<file path="src/rtl/irq_pkg.sv">
// Constants for the interrupt routing and output inhibit block.
// Assumes a 32-bit APB master on pclk (10 MHz) and a byte-wide backplane.
`default_nettype none

package irq_pkg;

    // ------------------------------------------------------------
    // Sizes
    // ------------------------------------------------------------
    localparam int unsigned LINE_COUNT   = 4;
    localparam int unsigned STATUS_WIDTH = 8;
    localparam int unsigned DOUT_COUNT   = 2;
    localparam int unsigned ADDR_WIDTH   = 8;

    // ------------------------------------------------------------
    // Register offsets (byte addresses)
    // ------------------------------------------------------------
    localparam logic [7:0] OFF_CONFIG = 8'h00;
    localparam logic [7:0] OFF_STATUS = 8'h04;
    localparam logic [7:0] OFF_ACK    = 8'h08;

    // ------------------------------------------------------------
    // Configuration register fields
    // ------------------------------------------------------------
    localparam int unsigned CFG_BITSEL_LSB = 0;
    localparam int unsigned CFG_LINE_LSB   = 8;
    localparam int unsigned CFG_ROLE_BIT   = 12;
    localparam int unsigned CFG_SBEN_BIT   = 13;
    localparam int unsigned CFG_INHR_BIT   = 14;
    localparam logic [14:0] CFG_RESET      = 15'h0000;

    // ------------------------------------------------------------
    // Status register fields
    // ------------------------------------------------------------
    localparam int unsigned ST_PEND_BIT  = 0;
    localparam int unsigned ST_INH_BIT   = 1;
    localparam int unsigned ST_LINE_LSB  = 2;
    localparam int unsigned ST_DOUT_LSB  = 6;

endpackage : irq_pkg

`default_nettype wire

</file>
<file path="src/rtl/irq_routing.sv">
// Interrupt request routing, shared status byte and output inhibit.
// Assumes APB from the controller, backplane pins from outside pclk.
`default_nettype none

module irq_routing
    import irq_pkg::*;
(
    // Clock and reset
    input  wire logic                    pclk,
    input  wire logic                    presetn,
    // APB slave
    input  wire logic                    psel,
    input  wire logic                    penable,
    input  wire logic                    pwrite,
    input  wire logic [ADDR_WIDTH-1:0]   paddr,
    input  wire logic [31:0]             pwdata,
    output logic      [31:0]             prdata,
    output logic                         pready,
    output logic                         pslverr,
    // Function side
    input  wire logic                    irq_event,
    input  wire logic [DOUT_COUNT-1:0]   func_out,
    output logic      [DOUT_COUNT-1:0]   digital_out,
    // Backplane request lines, open drain, low when driven
    output logic      [LINE_COUNT-1:0]   request_line_out,
    output logic      [LINE_COUNT-1:0]   request_line_oe,
    // Backplane shared status byte
    input  wire logic                    status_read_n,
    output logic      [STATUS_WIDTH-1:0] status_byte_out,
    output logic      [STATUS_WIDTH-1:0] status_byte_oe,
    // Backplane output inhibit
    input  wire logic                    output_inhibit_n
);

    // ------------------------------------------------------------
    // Helpers
    // ------------------------------------------------------------
    // Keeps only the lowest set bit of a byte.
    function automatic logic [7:0] lowest_one(input logic [7:0] v);
        logic [7:0] r;
        r = 8'h00;
        for (int i = 7; i >= 0; i--) begin
            if (v[i]) begin
                r = 8'h00;
                r[i] = 1'b1;
            end
        end
        return r;
    endfunction : lowest_one

    // ------------------------------------------------------------
    // Declarations
    // ------------------------------------------------------------
    logic [14:0]             config_reg;
    logic                    pending_reg;
    logic                    pending_next;
    logic [LINE_COUNT-1:0]   line_oe_reg;
    logic [STATUS_WIDTH-1:0] sb_out_reg;
    logic [STATUS_WIDTH-1:0] sb_oe_reg;
    logic [DOUT_COUNT-1:0]   dout_reg;
    logic [1:0]              rd_sync_reg;
    logic [1:0]              inh_sync_reg;
    logic [31:0]             prdata_reg;
    logic                    slverr_reg;

    logic [STATUS_WIDTH-1:0] bit_select;
    logic [LINE_COUNT-1:0]   line_select;
    logic [LINE_COUNT-1:0]   line_onehot;
    logic                    role_slave;
    logic                    sb_enable;
    logic                    inh_response;
    logic                    status_read;
    logic                    inhibit;
    logic                    inhibit_active;
    logic [STATUS_WIDTH-1:0] sb_mask;
    logic [STATUS_WIDTH-1:0] sb_data;
    logic                    apb_access;
    logic                    apb_write;
    logic                    apb_read;
    logic                    addr_ok;
    logic                    ack_read;
    logic [7:0]              line_pick;

    // ------------------------------------------------------------
    // Configuration decode
    // ------------------------------------------------------------
    assign bit_select   = config_reg[CFG_BITSEL_LSB +: STATUS_WIDTH];
    assign line_select  = config_reg[CFG_LINE_LSB +: LINE_COUNT];
    assign role_slave   = config_reg[CFG_ROLE_BIT];
    assign sb_enable    = config_reg[CFG_SBEN_BIT];
    assign inh_response = config_reg[CFG_INHR_BIT];

    // Two closed line switches would short two lines; lowest one wins
    assign line_pick   = lowest_one({4'h0, line_select});
    assign line_onehot = line_pick[LINE_COUNT-1:0];

    // ------------------------------------------------------------
    // APB slave, zero wait states
    // ------------------------------------------------------------
    assign apb_access = psel & penable;
    assign apb_write  = apb_access & pwrite;
    assign apb_read   = apb_access & ~pwrite;
    assign addr_ok    = (paddr == OFF_CONFIG) || (paddr == OFF_STATUS) ||
                        (paddr == OFF_ACK);
    assign ack_read   = apb_read & (paddr == OFF_ACK);
    assign pready     = 1'b1;
    assign prdata     = prdata_reg;
    assign pslverr    = slverr_reg;

    always_ff @(posedge pclk or negedge presetn) begin
        if (!presetn) begin
            config_reg <= CFG_RESET;
        end else if (apb_write && paddr == OFF_CONFIG) begin
            config_reg <= pwdata[14:0];
        end
    end

    // Read data is registered, so it is valid in the access cycle only
    // when taken from the setup cycle's address.
    always_ff @(posedge pclk or negedge presetn) begin
        if (!presetn) begin
            prdata_reg <= 32'h0000_0000;
            slverr_reg <= 1'b0;
        end else if (psel && !penable) begin
            prdata_reg <= 32'h0000_0000;
            slverr_reg <= ~addr_ok;
            case (paddr)
                OFF_CONFIG: prdata_reg[14:0] <= config_reg;
                OFF_STATUS: begin
                    prdata_reg[ST_PEND_BIT] <= pending_reg;
                    prdata_reg[ST_INH_BIT]  <= inhibit_active;
                    prdata_reg[ST_LINE_LSB +: LINE_COUNT] <= line_oe_reg;
                    prdata_reg[ST_DOUT_LSB +: DOUT_COUNT] <= dout_reg;
                end
                OFF_ACK:    prdata_reg[ST_PEND_BIT] <= pending_reg;
                default:    prdata_reg <= 32'h0000_0000;
            endcase
        end else begin
            slverr_reg <= 1'b0;
        end
    end

    // ------------------------------------------------------------
    // Pin synchronisers
    // ------------------------------------------------------------
    always_ff @(posedge pclk or negedge presetn) begin
        if (!presetn) begin
            rd_sync_reg  <= 2'h0;
            inh_sync_reg <= 2'h0;
        end else begin
            rd_sync_reg  <= {rd_sync_reg[0], ~status_read_n};
            inh_sync_reg <= {inh_sync_reg[0], ~output_inhibit_n};
        end
    end

    assign status_read = rd_sync_reg[1];
    assign inhibit     = inh_sync_reg[1];

    // ------------------------------------------------------------
    // Pending request
    // ------------------------------------------------------------
    // A new event in the acknowledge cycle wins, so it is never lost.
    always_comb begin
        pending_next = pending_reg;
        if (ack_read) begin
            pending_next = 1'b0;
        end
        if (irq_event) begin
            pending_next = 1'b1;
        end
    end

    // No CPU run or stop input: the CPU state cannot stall this logic.
    always_ff @(posedge pclk or negedge presetn) begin
        if (!presetn) begin
            pending_reg <= 1'b0;
        end else begin
            pending_reg <= pending_next;
        end
    end

    // ------------------------------------------------------------
    // Request lines
    // ------------------------------------------------------------
    // Independent of the status byte, so lines can be shared.
    always_ff @(posedge pclk or negedge presetn) begin
        if (!presetn) begin
            line_oe_reg <= 4'h0;
        end else begin
            line_oe_reg <= pending_reg ? line_onehot : 4'h0;
        end
    end

    assign request_line_oe  = line_oe_reg;
    assign request_line_out = 4'h0;

    // ------------------------------------------------------------
    // Shared status byte
    // ------------------------------------------------------------
    // Master drives every switched bit; only its own bit carries the
    // request, the rest read back as a masked zero.
    always_comb begin
        if (role_slave) begin
            sb_mask = lowest_one(bit_select);
            sb_data = pending_reg ? sb_mask : 8'h00;
        end else begin
            sb_mask = bit_select | 8'h01;
            sb_data = {7'h00, pending_reg};
        end
    end

    always_ff @(posedge pclk or negedge presetn) begin
        if (!presetn) begin
            sb_out_reg <= 8'h00;
            sb_oe_reg  <= 8'h00;
        end else if (status_read && sb_enable) begin
            sb_out_reg <= sb_data;
            sb_oe_reg  <= sb_mask;
        end else begin
            sb_out_reg <= 8'h00;
            sb_oe_reg  <= 8'h00;
        end
    end

    assign status_byte_out = sb_out_reg;
    assign status_byte_oe  = sb_oe_reg;

    // ------------------------------------------------------------
    // Digital outputs with inhibit
    // ------------------------------------------------------------
    assign inhibit_active = inhibit & inh_response;

    // Registered each cycle, so release shows the demand one edge later.
    always_ff @(posedge pclk or negedge presetn) begin
        if (!presetn) begin
            dout_reg <= 2'h0;
        end else if (inhibit_active) begin
            dout_reg <= 2'h0;
        end else begin
            dout_reg <= func_out;
        end
    end

    assign digital_out = dout_reg;
endmodule : irq_routing

`default_nettype wire

</file>
<file path="config.mk">
export PLATFORM = sky130hd
export DESIGN_NAME = irq_routing
export DESIGN_NICKNAME = d
export VERILOG_FILES = /design/src/rtl/irq_pkg.sv /design/src/rtl/irq_routing.sv
export SDC_FILE = /design/constraint.sdc
export NUM_CORES = 1
export LEC_CHECK = 0
export CORE_UTILIZATION = 70
export CTS_BUF_LIST = sky130_fd_sc_hd__clkbuf_8
export DETAILED_ROUTE_END_ITERATION = 8
export DONT_BUFFER_PORTS = 1
export GPL_ROUTABILITY_DRIVEN = 0
export PLACE_DENSITY = 0.86
export SYNTH_ARGS = -nofsm -noshare
export SYNTH_HDL_FRONTEND = slang
export SYNTH_SLANG_ARGS = --single-unit
export TNS_END_PERCENT = 1
</file>
<file path="constraint.sdc">
create_clock -name pclk -period 4.7 [get_ports pclk]
set_input_delay 0.235 -clock pclk [delete_from_list [all_inputs] [get_ports pclk]]
set_output_delay 0.235 -clock pclk [all_outputs]
set_load 0.005 [all_outputs]
</file>
# Word-level counts from Yosys, hierarchy flattened
# Index checks and enable logic that the tools add are counted.
totals:
  regBits: 58
  output_inout_bits: 60
  inputBits: 50
  word_cells: 55
op_classes:
  n_eq_ne: 2
  n_bitwise: 9
  muxes: 25
  reduce_logical: 9
ops:
  columns: ["cell", "count"]
  rows:
  - ["$mux 8", 13]
  - ["$mux 4", 5]
  - ["$pmux 7 s2", 1]
  - ["$eq 8x3->1 const B", 1]
  - ["$eq 8x4->1 const B", 1]
  - ["$logic_not 8->1", 1]
  - ["$mux 7", 1]
  - ["$and 1x1->1", 5]
  - ["$not 1->1", 4]
  - ["$logic_and 1x1->1", 3]
  - ["$mux 1", 3]
  - ["$logic_or 1x1->1", 2]
  - ["$mux 2", 1]
  - ["$pmux 1 s2", 1]
  - ["$reduce_bool 2->1", 1]
  - ["$reduce_or 2->1", 1]
  - ["$logic_not 1->1", 1]

# Depth between registers and ports, before layout
logic_depth:
  word_depth: 11
  depth_mapped: 5
  ltp_nobuf: 3

# Least setup slack after synthesis
# Ideal clock, no wire load.
synth_timing:
  kind: "reg-to-reg"
  startpoint: "register config_reg[0]"
  endpoint: "register sb_oe_reg[6], in the netlist status_byte_oe[6]"
  arrival_time_ps: 1443
  t_required_ps: 4627
  setup_ps: 73
  synth_period_minus_slack_ps: 1516
  slack_ps: 3184
  stages_incl_launch_ff: 4
  path_buffers: 0
  cell_sequence: "dfrtp_1 -> or4_4 -> or3_4 -> a21oi_2"
synth_between:
  elab_chain_cells: 3
synth_rtl:
  columns: ["item", "line_no", "source"]
  rows:
  - ["start, declared", "irq_routing.sv:54", "logic [14:0] config_reg;"]
  - ["start signal, assigned", "irq_routing.sv:114", "config_reg <= pwdata[14:0];"]
  - ["$mux 8", "irq_routing.sv:43", "if (v[i]) begin"]
  - ["$mux 8", "irq_routing.sv:203", "if (role_slave) begin"]
  - ["$mux 8", "irq_routing.sv:216", "end else if (status_read && sb_enable) begin"]
  - ["end signal, assigned", "irq_routing.sv:218", "sb_oe_reg <= sb_mask;"]
  - ["end, declared", "irq_routing.sv:59", "logic [STATUS_WIDTH-1:0] sb_oe_reg;"]
# Every way passes these cells.
# A chain may end at the register's enable or synchronous reset.

# Worst setup path in the final report
# Ends and elaborated chain as after synthesis.

==> flow_summary.json <==
{
  "status": "complete, no violations",
  "clockRootBuffer": "clkbuf_8",
  "ys_seq_elements": 58,
  "antenna_found_initial": 0,
  "multi_input_area_um2": 920.9,
  "synth_top_area_share_pct": 57.80,
  "drive_gt1_share_pct": 16.06,
  "end_kind": "flip-flop",
  "critPathMaxStageDelay_ps": 610,
  "drv_slew": 0,
  "start_util_pct": 74.09,
  "die_h_um": 61.90,
  "cp.buffers_inverters": 0,
  "grt_pass1_wl_um": 7079,
  "top_usage_layer": "met2",
  "synth_edf_count": 0,
  "grt-ovfl-total": 0,
  "clockBufferDepth": 2,
  "numClockSinks": 58,
  "critPathCapture": "status_byte_oe[6]",
  "ant_nets": 0,
  "fill_cells": 196,
  "leakagePower_nw": 1.402,
  "peakVddDrop_uv": 237.7,
  "setup_tns_ps": 0,
  "start_kind": "flip-flop",
  "vias": 1577,
  "grt_use_total_pct": 27.80,
  "wire_per_inst_um": 18.25,
  "powerDensity_mw_per_mm2": 375.4,
  "tightestPinTransition_ps": 820.9,
  "worstSetupPathType": "flip-flop to flip-flop",
  "reg2reg_to": "status_byte_oe[6]",
  "path_clk_slew_ps": 60,
  "fin_worst_skew_ps": 7.311,
  "slowest_stage": "or4_4",
  "cts_buffers": 9,
  "hpwl_um": 3422,
  "rsz0062_at_grt": "no",
  "io_buffers": 0,
  "drc_errors": 0,
  "core_area_mm2": 0.003390,
  "cp_max_fo": 8,
  "synthTopCellsByArea": "dfrtp_1 58%, buf_4 6.6%, mux2_4 6.0%",
  "dp_cells": 243,
  "yosysMostFrequentCell": "dfrtp_1",
  "num_rows": 21,
  "synth-main-ff-cell": "dfrtp_1",
  "path_cells": "or4_4 > or3_4 > a21oi_2",
  "syn2layout_area_growth_pct": 8.819,
  "fp.dieW_um": 61.90,
  "stdcell_count": 264,
  "grt_pass1_vias": 1495,
  "use_met3_pct": 11.39,
  "die_area_mm2": 0.003831,
  "seqCellArea_mm2": 0.001451,
  "required_ps": 4950,
  "htree_levels": 3,
  "ctsHoldBuffers": 5,
  "syn_avg_cell_area_um2": 12.25,
  "hold_violations": 0,
  "setup_violations": 0,
  "r2r_cells": 3,
  "synth-seq-area-share_pct": 57.80,
  "fmax_mhz": 605.8,
  "startpoint": "config_reg[0]",
  "gr-usage-met1_pct": 32.77,
  "syn_inst": 205,
  "fin_crit_sh_pct": 35.12,
  "ctsResizeCount": 0,
  "cts_setup_buffers": 0,
  "hold_class": "primary input to flip-flop",
  "async_flop_share_pct": 100.0,
  "p_total_mw": 1.026,
  "synth_area_mm2": 0.002511,
  "min_period_ps": 1651,
  "viasPerCell": 5.973,
  "diodes": 0,
  "max_cap_viol_count": 0,
  "use_met2_pct": 42.70,
  "yosysTopAreaCell": "dfrtp_1",
  "rr_startpoint": "config_reg[0]",
  "timing.slew.headroom_pct": 45.27,
  "synth_warnings": 0,
  "cp_data_arrival_time_ps": 1900,
  "cp_top_family": "simple AND/OR/NAND/NOR gates",
  "cts_tree": "done",
  "reg2reg_slack_ps": 3050,
  "cp.depth": 3,
  "synth_top_cells_by_count": "58 x dfrtp_1, 25 x nand2_1, 22 x buf_4",
  "drtIter0Drc": 101,
  "wl_um": 4819,
  "dr.pass1.iters": 4,
  "grt_start_max_net_pins": 59,
  "boundaryPins": 110,
  "fin_nets": 263,
  "ys_types": 39,
  "clk_latency_ps": 320
}
[power by group]
part	internal (mW)	switching (mW)	total (mW)	leakage [nW]
clock network	0.299	0.175	0.475	0.118
logic	0.0148	0.0258	0.0407	0.494
registers	0.505	0.00536	0.511	0.789
total	0.819	0.207	1.03	1.40
[final cells by class]
cell class                      instances  share of cell area [%]
Timing Repair Buffer                    5                   2.473
Tap cell                               46                   2.106
Sequential cell                        58                   53.11
Clock inverter                          3                   1.374
Clock buffer                           13                   6.548
Inverter                                5                  0.6868
Multi-Input combinational cell        134                   33.70
[metrics by stage]
stage                     hold WS, ps  worst slack (ps)  instance area, µm²  utilization [%]
after floorplan                -60.59              3184                2586                -
after global placement         -59.41              3117                2449            72.24
after detailed placement       -59.43              3046                2449            72.24
after CTS                       48.99              3054                2733            80.62
after global routing            47.37              3004                2733            80.62
final                           61.37              3049                2733            80.62
[per-layer routing]
metal	routed length [µm]	up-vias
li1	-	681
met1	1836	783
met2	2366	92
met3	416	21
met4	199	0
met5	0	-
[kinds of logic after synthesis]
group	count (synthesis)	share of synthesized area (%)
AO/OA/AOI/OAI	28	7.922
buffers and inverters	33	8.520
flip-flops	58	57.80
multiplexers	22	11.01
other	2	0.2991
AND/OR/NAND/NOR	62	14.45
[layout by cell type (no fill, tap or decap), drive strengths merged, types with 6 or more instances in the layout]
cell and instances:
dfrtp 58, o31ai 9, nand2 25, inv 7, mux2 15, and3 8
clkbuf 13, o21ai 6, conb 22, mux2i 7
[how the worst min path moves through the flow]
stage | from | endpoint | slack, ps | cells after the start
after CTS | pwdata[5] | config_reg[5] | 50 | 1
after floorplan | presetn | config_reg[0] | -60 | 0
after global routing | pwdata[12] | config_reg[12] | 50 | 1
after detailed placement | presetn | pslverr | -60 | 0
final | pwdata[5] | config_reg[5] | 60 | 1
after global placement | presetn | pslverr | -60 | 0
[worst reg2reg max path: cells and delay by family (launching register included)]
family / cells / cell delay (ps)
compound gates: 1 / 140
simple gates: 2 / 980
flops: 1 / 470
Power figures use the tool's default switching activity.
